--- src/rtl/status_flags_pkg.sv ---
package status_flags_pkg;

	// ****************************************
	// Register map
	// ****************************************
	localparam logic [7:0] ADDR_STATUS_ALIAS = 8'h00;
	localparam logic [7:0] ADDR_PRESS_HIGH = 8'h01;
	localparam logic [7:0] ADDR_PRESS_MID = 8'h02;
	localparam logic [7:0] ADDR_PRESS_LOW = 8'h03;
	localparam logic [7:0] ADDR_TEMP_HIGH = 8'h04;
	localparam logic [7:0] ADDR_TEMP_LOW = 8'h05;
	localparam logic [7:0] ADDR_SAMPLE_STATUS = 8'h06;
	localparam logic [7:0] ADDR_FIFO_STATUS = 8'h0D;
	localparam logic [7:0] ADDR_FIFO_DATA = 8'h0E;
	localparam logic [7:0] ADDR_LAST_AREA_A = 8'h05;

	// ****************************************
	// Status fields
	// ****************************************
	localparam int BIT_ANY_OW = 7;
	localparam int BIT_PRESS_OW = 6;
	localparam int BIT_TEMP_OW = 5;
	localparam int BIT_ANY_DR = 3;
	localparam int BIT_PRESS_DR = 2;
	localparam int BIT_TEMP_DR = 1;
	localparam logic [7:0] STATUS_RESET = 8'h00;
	localparam logic [7:0] BYTE_ZERO = 8'h00;

	// ****************************************
	// Buffering modes and flag indices
	// ****************************************
	localparam logic [1:0] MODE_FIFO_OFF = 2'h0;
	localparam logic [1:0] MODE_CIRCULAR = 2'h1;
	localparam logic [1:0] MODE_STOP_FULL = 2'h2;
	localparam int NUM_FLAGS = 3;
	localparam int FLAG_ANY = 0;
	localparam int FLAG_PRESS = 1;
	localparam int FLAG_TEMP = 2;

endpackage

--- src/rtl/event_flag_pair.sv ---
`timescale 1ns/1ps
// Ready and overwrite pair for one flag group
module event_flag_pair
(
	input wire logic clock_in,
	input wire logic reset_in,
	input wire logic enable_in,
	input wire logic event_in,
	input wire logic clear_in,
	input wire logic replace_in,
	output logic ready_out,
	output logic overwrite_out
);
	logic ready_reg;
	logic ready_next;
	logic overwrite_reg;
	logic overwrite_next;

	// Set beats clear; overwrite when unread data is replaced
	always_comb
	begin
		ready_next = ready_reg;
		overwrite_next = overwrite_reg;
		if (clear_in)
		begin
			ready_next = 1'b0;
			overwrite_next = 1'b0;
		end
		if (enable_in && event_in)
		begin
			ready_next = 1'b1;
		end
		if (enable_in && replace_in)
		begin
			overwrite_next = 1'b1;
		end
	end

	// Flag storage
	always_ff @(posedge clock_in)
	begin
		if (reset_in)
		begin
			ready_reg <= 1'b0;
			overwrite_reg <= 1'b0;
		end
		else
		begin
			ready_reg <= ready_next;
			overwrite_reg <= overwrite_next;
		end
	end

	assign ready_out = ready_reg;
	assign overwrite_out = overwrite_reg;
endmodule

--- src/rtl/read_pointer.sv ---
`timescale 1ns/1ps
// Auto-increment register pointer for burst reads
module read_pointer
(
	input wire logic clock_in,
	input wire logic reset_in,
	input wire logic load_in,
	input wire logic [7:0] load_addr_in,
	input wire logic step_in,
	input wire logic fifo_on_in,
	output logic [7:0] addr_out
);
	import status_flags_pkg::*;
	logic [7:0] addr_reg;
	logic [7:0] addr_next;

	// Wrap 05h to 00h; root pointer 01h stays put when buffering
	always_comb
	begin
		addr_next = addr_reg;
		if (load_in)
		begin
			addr_next = load_addr_in;
		end
		else if (step_in)
		begin
			if (addr_reg == ADDR_LAST_AREA_A)
				addr_next = ADDR_STATUS_ALIAS;
			else if (fifo_on_in && addr_reg == ADDR_PRESS_HIGH)
				addr_next = ADDR_PRESS_HIGH;
			else
				addr_next = addr_reg + 8'h01;
		end
	end

	// Pointer storage
	always_ff @(posedge clock_in)
	begin
		if (reset_in)
			addr_reg <= BYTE_ZERO;
		else
			addr_reg <= addr_next;
	end

	assign addr_out = addr_reg;
endmodule

--- src/rtl/sample_status_flags.sv ---
`timescale 1ns/1ps
// Summary of operation
// - Mode zero: address 00h reads the sample status at 06h.
// - Mode nonzero: address 00h reads the FIFO status from 0Dh.
// - Sample status follows every pressure and temperature result update.
// - Bits 7,6,5 overwrite; 3,2,1 ready; 4,0 reserved; reset zero, read-only.
// - Combined overwrite sets when a new result replaces an unread one.
// - Mode zero: combined overwrite clears on either result high-byte read.
// - Mode nonzero: all six flags clear on FIFO data port reads.
// - Pressure overwrite sets when new pressure arrives before old was read.
// - Mode zero: pressure overwrite clears on pressure high-byte read.
// - Temperature overwrite sets when new temperature arrives before old read.
// - Mode zero: temperature overwrite clears on temperature high-byte read.
// - Combined ready sets on any new result; clears on high-byte reads.
// - Pressure ready sets per pressure result; clears on its high-byte read.
// - Temperature ready sets per temperature result; clears on its read.
// - Combined flags generated only with data-ready event enable set.
// - Pressure flags generated only with pressure event enable set.
// - Temperature flags generated only with temperature event enable set.
// - Mode zero: result registers show live altitude or pressure data.
// - Status alias lets status and data be read in one burst.
// - Buffering off: six bytes 00h to 05h readable in one transaction.
// - Mode 00 off, 01 circular, 10 stop when full.
module sample_status_flags
(
	input wire logic clock_in,
	input wire logic reset_in,
	input wire logic [1:0] buffer_mode_in,
	input wire logic data_ready_event_enable_in,
	input wire logic press_event_enable_in,
	input wire logic temp_event_enable_in,
	input wire logic altitude_select_in,
	input wire logic press_done_in,
	input wire logic temp_done_in,
	input wire logic [19:0] press_data_in,
	input wire logic [19:0] alt_data_in,
	input wire logic [11:0] temp_data_in,
	input wire logic [7:0] fifo_status_in,
	input wire logic [7:0] fifo_data_in,
	input wire logic start_in,
	input wire logic [7:0] start_addr_in,
	input wire logic read_in,
	input wire logic write_in,
	output logic [7:0] read_data_out,
	output logic read_valid_out,
	output logic [7:0] sample_status_out,
	output logic [7:0] addr_out
);
	import status_flags_pkg::*;

	// ****************************************
	// Declarations
	// ****************************************
	logic fifo_on;
	logic [7:0] addr;
	logic [NUM_FLAGS-1:0] flag_enable;
	logic [NUM_FLAGS-1:0] flag_event;
	logic [NUM_FLAGS-1:0] flag_clear;
	logic [NUM_FLAGS-1:0] flag_replace;
	logic press_unread_reg;
	logic press_unread_next;
	logic temp_unread_reg;
	logic temp_unread_next;
	logic [NUM_FLAGS-1:0] ready_flag;
	logic [NUM_FLAGS-1:0] overwrite_flag;
	logic [7:0] status_word;
	logic press_high_read;
	logic temp_high_read;
	logic fifo_data_read;
	logic [19:0] press_result_reg;
	logic [19:0] press_result_next;
	logic [11:0] temp_result_reg;
	logic [11:0] temp_result_next;
	logic [7:0] read_data_reg;
	logic [7:0] read_data_next;
	logic read_valid_reg;
	logic read_valid_next;
	logic [7:0] status_reg;

	assign fifo_on = (buffer_mode_in == MODE_CIRCULAR) || (buffer_mode_in == MODE_STOP_FULL)
		|| (buffer_mode_in != MODE_FIFO_OFF);

	// ****************************************
	// Burst pointer
	// ****************************************
	// Auto-increment from alias
	read_pointer u_pointer
	(
		.clock_in(clock_in),
		.reset_in(reset_in),
		.load_in(start_in),
		.load_addr_in(start_addr_in),
		.step_in(read_in),
		.fifo_on_in(fifo_on),
		.addr_out(addr)
	);

	// ****************************************
	// Clearing reads
	// ****************************************
	// High-byte reads in mode zero
	assign press_high_read = read_in && !fifo_on && (addr == ADDR_PRESS_HIGH);
	assign temp_high_read = read_in && !fifo_on && (addr == ADDR_TEMP_HIGH);
	// FIFO data port read, at 0Eh or at the root pointer 01h
	assign fifo_data_read = read_in && fifo_on
		&& ((addr == ADDR_FIFO_DATA) || (addr == ADDR_PRESS_HIGH));

	// Enables, events and clears per flag group
	always_comb
	begin
		flag_enable[FLAG_ANY] = data_ready_event_enable_in;
		flag_enable[FLAG_PRESS] = press_event_enable_in;
		flag_enable[FLAG_TEMP] = temp_event_enable_in;
		flag_event[FLAG_ANY] = press_done_in || temp_done_in;
		flag_event[FLAG_PRESS] = press_done_in;
		flag_event[FLAG_TEMP] = temp_done_in;
		flag_clear[FLAG_ANY] = press_high_read || temp_high_read || fifo_data_read;
		flag_clear[FLAG_PRESS] = press_high_read || fifo_data_read;
		flag_clear[FLAG_TEMP] = temp_high_read || fifo_data_read;
		// Combined overwrite only when an unread result is replaced
		flag_replace[FLAG_ANY] = (press_done_in && press_unread_reg)
			|| (temp_done_in && temp_unread_reg);
		flag_replace[FLAG_PRESS] = press_done_in && press_unread_reg;
		flag_replace[FLAG_TEMP] = temp_done_in && temp_unread_reg;
	end

	// Retrieval tracking, apart from the event enables
	always_comb
	begin
		press_unread_next = press_unread_reg;
		temp_unread_next = temp_unread_reg;
		if (flag_clear[FLAG_PRESS])
			press_unread_next = 1'b0;
		if (flag_clear[FLAG_TEMP])
			temp_unread_next = 1'b0;
		// A new result beats a clearing read
		if (press_done_in)
			press_unread_next = 1'b1;
		if (temp_done_in)
			temp_unread_next = 1'b1;
	end

	// ****************************************
	// Flag groups
	// ****************************************
	// Set-over-clear inside each pair
	genvar g;
	generate
		for (g = 0; g < NUM_FLAGS; g++)
		begin : g_flags
			event_flag_pair u_pair
			(
				.clock_in(clock_in),
				.reset_in(reset_in),
				.enable_in(flag_enable[g]),
				.event_in(flag_event[g]),
				.clear_in(flag_clear[g]),
				.replace_in(flag_replace[g]),
				.ready_out(ready_flag[g]),
				.overwrite_out(overwrite_flag[g])
			);
		end
	endgenerate

	always_comb
	begin
		status_word = STATUS_RESET;
		status_word[BIT_ANY_OW] = overwrite_flag[FLAG_ANY];
		status_word[BIT_PRESS_OW] = overwrite_flag[FLAG_PRESS];
		status_word[BIT_TEMP_OW] = overwrite_flag[FLAG_TEMP];
		status_word[BIT_ANY_DR] = ready_flag[FLAG_ANY];
		status_word[BIT_PRESS_DR] = ready_flag[FLAG_PRESS];
		status_word[BIT_TEMP_DR] = ready_flag[FLAG_TEMP];
	end

	// ****************************************
	// Result registers
	// ****************************************
	// Live results, altitude or pressure
	always_comb
	begin
		press_result_next = press_result_reg;
		temp_result_next = temp_result_reg;
		if (press_done_in)
			press_result_next = altitude_select_in ? alt_data_in : press_data_in;
		if (temp_done_in)
			temp_result_next = temp_data_in;
	end

	// ****************************************
	// Read mux
	// ****************************************
	// Six-byte area and status readback
	always_comb
	begin
		read_data_next = read_data_reg;
		read_valid_next = read_in;
		if (read_in)
		begin
			case (addr)
				// Alias to sample status; alias to FIFO status
				ADDR_STATUS_ALIAS: read_data_next = fifo_on ? fifo_status_in : status_word;
				ADDR_PRESS_HIGH: read_data_next = fifo_on ? fifo_data_in
					: press_result_reg[19:12];
				ADDR_PRESS_MID: read_data_next = fifo_on ? BYTE_ZERO : press_result_reg[11:4];
				ADDR_PRESS_LOW: read_data_next = fifo_on ? BYTE_ZERO
					: {press_result_reg[3:0], 4'h0};
				ADDR_TEMP_HIGH: read_data_next = fifo_on ? BYTE_ZERO : temp_result_reg[11:4];
				ADDR_TEMP_LOW: read_data_next = fifo_on ? BYTE_ZERO
					: {temp_result_reg[3:0], 4'h0};
				ADDR_SAMPLE_STATUS: read_data_next = status_word;
				ADDR_FIFO_STATUS: read_data_next = fifo_status_in;
				ADDR_FIFO_DATA: read_data_next = fifo_data_in;
				default: read_data_next = BYTE_ZERO;
			endcase
		end
	end

	// Registered state; write_in reaches no flag
	always_ff @(posedge clock_in)
	begin
		if (reset_in)
		begin
			press_result_reg <= 20'h00000;
			temp_result_reg <= 12'h000;
			read_data_reg <= BYTE_ZERO;
			read_valid_reg <= 1'b0;
			status_reg <= STATUS_RESET;
			press_unread_reg <= 1'b0;
			temp_unread_reg <= 1'b0;
		end
		else
		begin
			press_result_reg <= press_result_next;
			temp_result_reg <= temp_result_next;
			read_data_reg <= read_data_next;
			read_valid_reg <= read_valid_next;
			status_reg <= status_word;
			press_unread_reg <= press_unread_next;
			temp_unread_reg <= temp_unread_next;
		end
	end

	assign read_data_out = read_data_reg;
	assign read_valid_out = read_valid_reg;
	assign sample_status_out = status_reg;
	assign addr_out = addr;
endmodule

--- config.mk ---
export PLATFORM = sky130hd
export DESIGN_NAME = sample_status_flags
export DESIGN_NICKNAME = d
export VERILOG_FILES = /design/src/rtl/status_flags_pkg.sv /design/src/rtl/event_flag_pair.sv /design/src/rtl/read_pointer.sv /design/src/rtl/sample_status_flags.sv
export SDC_FILE = /design/constraint.sdc
export NUM_CORES = 1
export LEC_CHECK = 0
export BUFFER_PORTS_ARGS = -buffer_cell sky130_fd_sc_hd__buf_4
export CORE_MARGIN = 3
export CORE_UTILIZATION = 50
export DETAILED_ROUTE_END_ITERATION = 10
export GPL_ROUTABILITY_DRIVEN = 0
export PLACE_DENSITY = 0.8
export SETUP_SLACK_MARGIN = 0.15
export SYNTH_ARGS = -nofsm -noshare
export SYNTH_HDL_FRONTEND = slang
export SYNTH_SLANG_ARGS = --single-unit
--- constraint.sdc ---
create_clock -name clock_in -period 2.8 [get_ports clock_in]
set_clock_uncertainty 0.15 [all_clocks]
set_input_delay 0.56 -clock clock_in [delete_from_list [all_inputs] [get_ports clock_in]]
set_output_delay 0.56 -clock clock_in [all_outputs]
set_load 0.03 [all_outputs]
* Word-level counts from Yosys, hierarchy flattened
Cells that the tools add are included.
Cells by class: bitwise gates (word level) 0, add/sub/neg operators 1, eq/ne operators 10, reductions and logical operators 35, $lt $le $gt $ge 0, multiply operators 0, multiplexer cells 23, shift operators 0, divide/modulo/power cells 0
Operators with widths (number):
- $mux 8 | 10
- $pmux 8 s9 | 1
- $eq 8x3->1 const B | 3
- $mux 20 | 1
- $reduce_bool 2->1 | 10
- $eq 8x2->1 const B | 2
- $eq 8x4->1 const B | 2
- $logic_and 1x1->1 | 14
- $mux 1 | 11
- $logic_or 1x1->1 | 9
- $add 8x1->8 const B | 1
- $eq 8x1->1 const B | 1
- $logic_not 8->1 | 1
- $eq 2x1->1 const B | 1
- $eq 2x2->1 const B | 1
- $logic_not 1->1 | 1
Word-level totals: logic and storage cells 84, input bits 89, bits in writable memories 0, bits in latches 0, memories kept 0, register bits 65, bits in read-only memories 0

* Longest topological paths before layout
Gate-level depths: netlist (run 1).
word-level depth 10, depth in mapped cells 9, mapped depth without buffers 7

* By module
From an unflattened synthesis (run 1), not the netlist that was laid out.
Unflattened totals: cell total of the unflattened synthesis 408, area total of the unflattened synthesis 3530.9 um2
By module, submodules not included:
- sample_status_flags | instances 1, cells an instance 321, area each 2776.4 um2
- read_pointer | instances 1, cells an instance 63, area each 544.3 um2
- event_flag_pair | instances 3, cells an instance 8, area each 70.1 um2

* Worst setup path after synthesis (run 1)
No wires, ideal clock.
path kind reg-to-reg, from register u_pointer.addr_reg[0] (netlist: u_pointer.addr_out[0]), to register g_flags[0].u_pair.overwrite_reg, slack 0.498 ns, arrival 2.019 ns, library setup time 0.133 ns, required time 2.517 ns, cell stages (with the launch flop) 9, path buffers 1, clock period less this slack 2.302 ns, cells stage by stage dfxtp_1 inv_1 ha_1 clkbuf_1 or3b_2 nor4_4 a221oi_1 o21ai_0 a21oi_1
On the way: cells in the longest elaborated chain, start to end 5, elaborated cells on any way between the ends 10, classes of those cells eq/ne: 3; reduce/logical: 7
RTL lines:
- from (decl) | line read_pointer.sv:14 | logic [7:0] addr_reg;
- from (signal assigned) | line read_pointer.sv:42 | addr_reg <= addr_next;
- $eq 8x1->1 (tied with other cells) | line sample_status_flags.sv:102, sample_status_flags.sv:106
- $logic_and 1x1->1 (tied with other cells) | line sample_status_flags.sv:102 | assign press_high_read = read_in && !fifo_on && (addr == ADDR_PRESS_HIGH);
- $logic_or 1x1->1 or $logic_and 1x1->1 (tied branches) | line sample_status_flags.sv:117, sample_status_flags.sv:106
- $logic_or 1x1->1 (*) | line sample_status_flags.sv:117 | flag_clear[FLAG_ANY] = press_high_read || temp_high_read || fifo_data_read;
- $reduce_bool 2->1 (no line) (*)
- to (signal assigned) | line event_flag_pair.sv:50 | overwrite_reg <= overwrite_next;
- to (decl) | line event_flag_pair.sv:16 | logic overwrite_reg;
Mark *: on every way between the ends. The rest lies on a longest branch, timed or not. A chain may end at the register's enable or synchronous reset.

* Final worst setup path (run 1)
from register u_pointer.addr_reg[0] (netlist: u_pointer.addr_out[0]), to register read_data_reg[1] (netlist: read_data_out[1])
On the way: cells in the longest elaborated chain, start to end 2, elaborated cells on any way between the ends 10, classes of those cells eq/ne: 8; mux: 1; reduce/logical: 1
RTL lines:
- $eq 8x4->1 (tied with other cells) | line sample_status_flags.sv:200 | case (addr)
- $pmux 8 s9 (*) | line sample_status_flags.sv:200
- to (signal assigned) | line sample_status_flags.sv:236 | read_data_reg <= read_data_next;
- to (decl) | line sample_status_flags.sv:74 | logic [7:0] read_data_reg;
Marked as above.

==> metrics.txt, run 1 <==
outcome complete, no violations; via count 3182; Multi-input gate area ~1800 µm²; Synth top area share about two fifths; Via density 5.84; crit start category flop; post-CTS sizing 0; GRT Residual Overflow 0; RSZ-0062 raised after global routing false; Hold Path Stages 3; MaxCap Viol Count 0; worst slew pin tran between 0.7 and 0.8 ns; row cnt 28; Post-CTS Hold Buffers 0; Die H roughly 87 µm; worst vdd ir roughly 0.00043 V; DRC 0; GR Util All Layers between 20% and 30%; starting density of the core a little over half; Final Hold Vio Count 0; # IOs around 110; final setup fails 0; Critical Path Sink Type flop; DRT antenna net count 0; antenna violations before repair 0; min setup slack post-route ~0.34 ns; R2R Path Start u_pointer.addr_out[0]$_SDFFE_PP0P_; crit path time final 2.46 ns; Synth cell types 48; root buf cell clkbuf_8; synth warn 0; r2r setup slk between 0.3 and 0.4 ns; CTS Buf Count 9; Mapped Area approximately 3300 µm²; Area growth, synth to finish 31.9%; postcts setup bufs 0; DP HPWL between 6000 and 7000 µm; clock slew seen by the registers of the worst setup and hold paths roughly 0.07 ns; synth top area cells dfxtp_1 (38%), mux2i_1 (13%), nor2_1 (5.2%), a211oi_1 (5.0%), a22o_1 (3.2%); Post-synth EDFFs 0; Die X around 87 µm; max reg flops 20; Max Fclk between 400 and 500 MHz; Cells after Synth 370; Hold WC Path Type in -> reg; Iter 0 DRT Violations around 230; fraction of layout cells with a size suffix above 1 a little under a third; Power Density approximately 540 nW/µm²; Routed WL ~9000 µm; dpl cells approximately 530; sequential area share after synthesis 38.5%; later-pin clock latency in the skew report about 0.35 ns; CTS tree done; Avg WL per Cell about 17 µm; Slew Limit Headroom approximately 53%; reg2reg path depth 7; count of final max-slew check failures 0; Syn Area/Cell ~8.9 µm²; vias in the first global route 3043; DRT Pass-1 Iters 5; Nets between 500 and 600; CP Max Fanout 10; post-synthesis register bit count between 60 and 70; Main synth FF type dfxtp_1; post-synth top area cell dfxtp_1; Setup WS pre-CTS 0.411 ns; CTS H-tree lvls 3; Clock Tree Buf Depth 2; Crit Path Category reg -> reg; register area ~1300 µm²; post-layout util a little over two thirds; Final Cycle Share just under 90%; Fin Setup TNS 0 ns; Port Buffers between 100 and 150; first-pass GRT wire length between 10000 and 15000 µm; Worst Path Required between 2 and 3 ns; ANT cells 0; clock sinks 63; reg-to-reg endpoint read_data_out[1]$_SDFFE_PP0P_; Hold EP temp_result_reg[10]$_SDFFE_PP0P_; core box area just over 6000 µm²; ys async rst share 0%; Finished Layout Cells between 500 and 600; worst hold path startpoint temp_data_in[10]; static leakage 1.97 nW; Fillers a little over 500; die area 7560 µm²; worst path arrival time between 2 and 3 ns; largest net degree at the start of global routing between 40 and 50
## critical path: stages (launching register included)
cell       delay (ns)
dfxtp_1          0.39
inv_1            0.14
ha_1             0.40
or3b_2           0.55
o21ai_0          0.37
o2bb2ai_1        0.17
a221o_1          0.13
a22o_1           0.11
## Yosys cell counts (all sizes together) (2+ instances only)
cell / number
o21ai: 14
a211oi: 22
inv: 16
and3: 6
o2bb2ai: 2
nor2b: 8
a32oi: 5
a221o: 3
a41oi: 2
dfxtp: 63
a22oi: 10
nor3: 5
nand2: 15
clkbuf: 22
a21oi: 16
buf: 8
nand4: 3
or4: 2
and2: 2
a221oi: 9
a22o: 12
a21o: 3
a31oi: 5
mux2i: 41
o221a: 2
ha: 4
nor4: 4
nand3: 8
nor2: 45
## cell type report
cell class | count | area share [%]
Timing Repair Buffer | 115 | 20.0
Sequential cell | 63 | 29.2
Inverter | 16 | 1.39
Multi-Input combinational cell | 262 | 42.2
Clock buffer | 11 | 3.50
Tap cell | 75 | 2.17
Clock inverter | 3 | 1.56
## metal layers
layer | wire length (µm) | vias up | global-route usage (%)
met5 | 0 | - | 0
met4 | 245 | 0 | 13.5
met3 | 814 | 20 | 6.15
met2 | 4380 | 165 | 38.4
met1 | 3700 | 1427 | 29.8
li1 | - | 1570 | -
## report_power, final
group / internal, mW / switching (mW) / total, mW
clock: 0.540 / 0.354 / 0.894
sequential: 0.952 / 0.0541 / 1.01
combinational: 0.204 / 0.222 / 0.426
total: 1.70 / 0.630 / 2.33
## kinds of logic (layout without fill, tap and decap cells)
logic type	after synthesis	after routing	share of synthesized area [%]
simple gates	102	102	15.6
flops	63	63	38.5
fa+ha+maj	4	4	1.53
mux	42	42	12.9
compound gates	112	112	25.5
other cells	1	2	0.114
buf+inv	46	145	5.92
## worst max-delay path by stage
stage               cells after the start                          startpoint                                           end  slack (ns)
finish                                  7  u_pointer.addr_out[0]$_SDFFE_PP0P_                 read_data_out[1]$_SDFFE_PP0P_        0.34
global route                            7  u_pointer.addr_out[0]$_SDFFE_PP0P_                 read_data_out[1]$_SDFFE_PP0P_        0.15
CTS                                     7  u_pointer.addr_out[0]$_SDFFE_PP0P_                 read_data_out[1]$_SDFFE_PP0P_        0.37
detailed placement                      7  u_pointer.addr_out[0]$_SDFFE_PP0P_                 read_data_out[1]$_SDFFE_PP0P_        0.41
global placement                        7  u_pointer.addr_out[0]$_SDFFE_PP0P_                 read_data_out[1]$_SDFFE_PP0P_        0.46
floorplan                               8  u_pointer.addr_out[0]$_SDFFE_PP0P_  g_flags[0].u_pair.overwrite_out$_SDFFE_PP0P_        0.50
## cell usage in the layout, fill, tap and decap left out, types with 5 or more instances in the layout
cell type  instances
buf_4            115
dfxtp_1           63
nor2_1            45
mux2i_1           41
a211oi_1          22
inv_1             16
a21oi_1           16
nand2_1           15
o21ai_0           14
a22o_1            12
clkbuf_8          11
a22oi_1           10
nand3_1            8
nor2b_1            8
a221oi_1           8
and3_1             6
a31oi_1            5
a32oi_1            5
## through the flow
stage	hold WS, ns	cell area (µm²)	power, mW
floorplan	0.304	3280	1.27
global placement	0.325	4110	1.44
detailed placement	0.331	4110	1.45
CTS	0.290	4320	2.33
global route	0.302	4320	2.40
finish	0.297	4320	2.33
Power figures use the tool's default switching activity.
==> run 2: changes to the inputs <==
--- a/config.mk
+++ b/config.mk
@@ -5,12 +5,12 @@
 export SDC_FILE = /design/constraint.sdc
 export NUM_CORES = 1
 export LEC_CHECK = 0
-export BUFFER_PORTS_ARGS = -buffer_cell sky130_fd_sc_hd__buf_4
 export CORE_MARGIN = 3
-export CORE_UTILIZATION = 50
+export CORE_UTILIZATION = 60
 export DETAILED_ROUTE_END_ITERATION = 10
+export DONT_BUFFER_PORTS = 1
 export GPL_ROUTABILITY_DRIVEN = 0
-export PLACE_DENSITY = 0.8
+export PLACE_DENSITY = 0.76
 export SETUP_SLACK_MARGIN = 0.15
 export SYNTH_ARGS = -nofsm -noshare
 export SYNTH_HDL_FRONTEND = slang
==> run 2 against run 1 <==
Net effect: clock-buffer cell count rose by 1; highest routed layer unchanged; via count fell by 8.4%; register-to-register slack improved by 0.04 ns.
==> metrics.txt, run 2 (synthesis gave the netlist of run 1 again) <==
Crit Path Category reg -> reg; Via density 6.68 (+14%); Port Buffers 0 (-100%); Multi-input gate area 1830 µm² (unchanged); Area growth, synth to finish 8.13%; worst vdd ir 0.000325 V (-24%); Routed WL 8400 µm (-8.1%); post-CTS sizing 0 (unchanged); clock slew seen by the registers of the worst setup and hold paths 0.07 ns (about the same); Post-CTS Hold Buffers 0 (unchanged); final setup fails 0 (unchanged); CTS tree done; die area 6390 µm² (-16%); Avg WL per Cell 19.3 µm (+15%); postcts setup bufs 0 (unchanged); static leakage 1.46 nW (-26%); RSZ-0062 raised after global routing false; crit-path max cell delay 0.68 ns (+0.13 ns); register area 1260 µm² (unchanged); starting density of the core 63.0% (+9.5 points); crit path time final 2.42 ns (-0.0366 ns); crit start category flop; CP Max Fanout 8 (-2); most frequent cells in the layout dfxtp_1 (63), nor2_1 (45), mux2i_1 (41); worst slew pin tran 0.741 ns (+0.0341 ns); r2r setup slk 0.38 ns (+0.04 ns); fraction of layout cells with a size suffix above 1 10.1% (-20 points); DRT antenna net count 0 (unchanged); Nets 454 (-19%); max reg flops 20 (unchanged); Max Fclk 413 MHz (+1.5%); Critical-path top delay cell or4_4; GR Util All Layers 27.1% (+2.8 points); Final Hold Vio Count 0 (unchanged); Power Density 626 nW/µm² (+16%); DRT Pass-1 Iters 5 (unchanged); MaxCap Viol Count 0 (unchanged); worst path arrival time 2.57 ns (-0.03 ns); CTS Buf Count 9 (unchanged); vias in the first global route 2603 (-14%); largest net degree at the start of global routing 55 (+22%); root buf cell clkbuf_8; count of final max-slew check failures 0 (unchanged); Worst Path Required 2.95 ns (about the same); # IOs 114 (unchanged); later-pin clock latency in the skew report 0.35 ns (about the same); crit path cell chain or4_4, nor2_1, nand2_1, o221ai_1, o221a_2; post-layout util 68.1% (-2.4 points); antenna violations before repair 0 (unchanged); Hold WC Path Type in -> reg; Die H 79.9 µm (-8.1%); Slew Limit Headroom 50.5% (-2.3 points); Final Cycle Share 86.6% (-1.3 points); via count 2914 (-8.4%); clock sinks 63 (unchanged); Iter 0 DRT Violations 266 (+14%); GRT Residual Overflow 0 (unchanged); outcome complete, no violations; Die X 79.9 µm (-8.1%); row cnt 26 (-7.1%); DRC 0 (unchanged); first-pass GRT wire length 13200 µm (-7.1%); core box area 5200 µm² (-15%); Fin Setup TNS 0 ns (unchanged); CTS H-tree lvls 3 (unchanged); most common library cell in the layout ignoring fill and taps dfxtp_1; Clock Tree Buf Depth 2 (unchanged); DP HPWL 6000 µm (-11%); Fillers 468 (-9.8%); ANT cells 0 (unchanged); Critical Path Sink Type flop
-- run 2: cell types whose count changed in the layout (fill, tap and decap cells not counted), sizes merged --
cell / change
buf: -106
clkbuf: +1
clkinv: +1
-- run 2: path summary, 6_finish.rpt --
| check | from | endpoint | depth (start not counted) |
|---|---|---|---|
| worst max register to register | u_pointer.addr_out[4]$_SDFFE_PP0P_ | read_data_out[5]$_SDFFE_PP0P_ | 5 |
| worst min-delay path | reset_in | press_result_reg[18]$_SDFFE_PP0P_ | 1 |
| worst min register to register | press_result_reg[14]$_SDFFE_PP0P_ | press_result_reg[14]$_SDFFE_PP0P_ | 2 |
| worst max-delay path | u_pointer.addr_out[4]$_SDFFE_PP0P_ | read_data_out[5]$_SDFFE_PP0P_ | 5 |
-- run 2: area by class of cell --
class	instances	share of cell area, %
Clock buffer	12	4.66
Clock inverter	4	2.15
Inverter	16	1.69
Multi-Input combinational cell	262	51.5
Sequential cell	63	35.6
Tap cell	70	2.47
Timing Repair Buffer	9	1.91
-- run 2: through the flow --
stage	cell area, µm²	instances	hold WS [ns]	setup slack, ns	total power [mW]
finish	3540	436	0.124	0.376	2.22
global route	3540	436	0.102	0.182	2.32
CTS	3540	436	0.113	0.424	2.23
detailed placement	3300	420	0.325	0.440	1.30
global placement	3300	420	0.323	0.478	1.29
floorplan	3280	371	0.304	0.498	1.27
-- run 2: where the power goes --
part,switching [mW],internal (mW),leakage (nW)
Combinational,0.151,0.120,0.820
Sequential,0.0638,0.952,0.520
Clock,0.358,0.575,0.119
-- run 2: critical path, delay by kind of cell, from the launching register on --
| kind | cells | cell delay, ns |
|---|---|---|
| AOI/OAI and AO/OA | 2 | 0.52 |
| DFF | 1 | 0.45 |
| and+or+nand+nor | 3 | 1.25 |
-- run 2: metal layers --
layer	global-route usage (%)	up-vias	part of all wire, %
met5	0	-	0
met3	8.01	30	9.0
li1	-	1363	-
met2	40.6	170	46
met4	14.2	0	3.5
met1	34.8	1351	41
==> run 3: changes to the inputs <==
--- a/config.mk
+++ b/config.mk
@@ -6,11 +6,10 @@
 export NUM_CORES = 1
 export LEC_CHECK = 0
 export CORE_MARGIN = 3
-export CORE_UTILIZATION = 60
+export CORE_UTILIZATION = 35
 export DETAILED_ROUTE_END_ITERATION = 10
 export DONT_BUFFER_PORTS = 1
 export GPL_ROUTABILITY_DRIVEN = 0
-export PLACE_DENSITY = 0.76
 export SETUP_SLACK_MARGIN = 0.15
 export SYNTH_ARGS = -nofsm -noshare
 export SYNTH_HDL_FRONTEND = slang
==> run 3 against run 2 <==
Net effect: worst setup slack improved by 0.067 ns; non-clock buffer count up 3; hold slack gained 0.013 ns; die area is 65% higher; power grew 1.8%; final cell count is 9.4% higher; critical path depth up 2; sequential share of layout area is 0.71 points lower.
==> metrics.txt, run 3 (synthesis gave the netlist of run 1 again) <==
MaxCap Viol Count 0 (unchanged); post-CTS sizing 0 (unchanged); worst vdd ir 0.000232 V (-29%); Area growth, synth to finish 10.3%; first-pass GRT wire length 14100 µm (+7.0%); fin area 3620 µm² (+2.0%); Iter 0 DRT Violations 193 (-27%); Nets 457 (+0.66%); worst path arrival time 2.49 ns (-0.08 ns); R2R Path Start u_pointer.addr_out[1]$_SDFFE_PP0P_; Fillers 897 (+92%); register area 1260 µm² (unchanged); Crit Path Category reg -> reg; RSZ-0062 raised after global routing false; Multi-input gate area 1830 µm² (unchanged); Via density 5.83 (-13%); final setup fails 0 (unchanged); Post-CTS Hold Buffers 0 (unchanged); most frequent cells in the layout dfxtp_1 (63), nor2_1 (45), mux2i_1 (41); crit path time final 2.36 ns (-0.0667 ns); row cnt 34 (+31%); Fin Setup TNS 0 ns (unchanged); CTS tree done; most common library cell in the layout ignoring fill and taps dfxtp_1; GRT Residual Overflow 0 (unchanged); worst setup path startpoint u_pointer.addr_out[1]$_SDFFE_PP0P_; largest net degree at the start of global routing 55 (unchanged); Critical Path Sink Type flop; reg-to-reg endpoint read_data_out[2]$_SDFFE_PP0P_; static leakage 1.48 nW (+1.1%); antenna violations before repair 0 (unchanged); Power Density 625 nW/µm² (-0.24%); Hold Path Stages 1 (unchanged); DP HPWL 6900 µm (+15%); starting density of the core 36.9% (-26 points); reg2reg path depth 7 (+2); root buf cell clkbuf_8; ANT cells 0 (unchanged); Avg WL per Cell 19.0 µm (-1.2%); Port Buffers 0 (unchanged); worst slew pin tran 0.583 ns (-0.159 ns); r2r setup slk 0.44 ns (+0.07 ns); DRT antenna net count 0 (unchanged); postcts setup bufs 0 (unchanged); crit start category flop; later-pin clock latency in the skew report 0.34 ns (about the same); Final Cycle Share 84.2% (-2.4 points); worst hold path startpoint reset_in; CTS Buf Count 9 (unchanged); DRC 0 (unchanged); die area 10600 µm² (+65%); Hold WC Path Type in -> reg; GR Util All Layers 17.8% (-9.3 points); Clock Tree Buf Depth 2 (unchanged); Final Hold Vio Count 0 (unchanged); CP Max Fanout 10 (+2); # IOs 114 (unchanged); CTS H-tree lvls 3 (unchanged); DRT Pass-1 Iters 5 (unchanged); clock slew seen by the registers of the worst setup and hold paths 0.08 ns (about the same); Cell Area, Placed 3370 µm² (+2.1%); clock sinks 63 (unchanged); outcome complete, no violations; Slew Limit Headroom 61.0% (+10 points); Die X 103 µm (+29%); Max Fclk 424 MHz (+2.8%); Die H 103 µm (+29%); Routed WL 9080 µm (+8.1%); via count 2779 (-4.6%); fraction of layout cells with a size suffix above 1 10.8% (+0.73 points); count of final max-slew check failures 0 (unchanged); Worst Path Required 2.94 ns (about the same); max reg flops 20 (unchanged); core box area 8890 µm² (+71%); Hold EP temp_result_reg[8]$_SDFFE_PP0P_; vias in the first global route 2625 (+0.85%)
[run 3: changes by cell type in the layout (fill, tap and decap cells not counted)]
cell,previous run,this run
buf_4,9,12
clkbuf_8,12,9
bufinv_16,2,3
clkinv_2,0,1
inv_6,0,1
[run 3: how the worst max path moves through the flow]
stage                                                              end  slack [ns]
after detailed placement                 read_data_out[2]$_SDFFE_PP0P_        0.47
final                                    read_data_out[2]$_SDFFE_PP0P_        0.44
after CTS                                read_data_out[2]$_SDFFE_PP0P_        0.45
after floorplan           g_flags[0].u_pair.overwrite_out$_SDFFE_PP0P_        0.50
after global placement                   read_data_out[2]$_SDFFE_PP0P_        0.49
after global routing                     read_data_out[2]$_SDFFE_PP0P_        0.32
[run 3: area by class of cell]
type | count | area share (%)
Clock buffer | 9 | 3.42
Clock inverter | 7 | 3.32
Inverter | 16 | 1.66
Multi-Input combinational cell | 262 | 50.5
Sequential cell | 63 | 34.9
Tap cell | 108 | 3.74
Timing Repair Buffer | 12 | 2.49
[run 3: where the power goes]
group	total (mW)	internal, mW	switching, mW
combinational	0.279	0.123	0.157
sequential	1.01	0.952	0.0608
clock	0.968	0.594	0.374
total	2.26	1.67	0.591
[run 3: critical path, stage by stage, from the launching register on]
cell and delay (ns):
dfxtp_1 0.32, inv_1 0.09, ha_1 0.40, or3b_2 0.55
o21ai_0 0.38, o2bb2ai_1 0.17, a221o_1 0.13, a22o_1 0.11
[run 3: metal layers]
layer  global-route usage (%)  vias up  wire, µm
li1                         -     1368         -
met1                     22.5     1270      3890
met3                     7.37       12       910
met4                     5.88        0       176
met5                        0        -         0
met2                     27.5      129      4100
[run 3: through the flow]
stage	instances	setup WS [ns]	util [%]	power, mW	hold WS [ns]
after floorplan	371	0.498	-	1.27	0.304
after global placement	461	0.486	37.9	1.31	0.325
after detailed placement	461	0.472	37.9	1.31	0.327
after CTS	477	0.445	40.7	2.28	0.115
after global routing	477	0.318	40.7	2.37	0.105
final	477	0.442	40.7	2.26	0.137
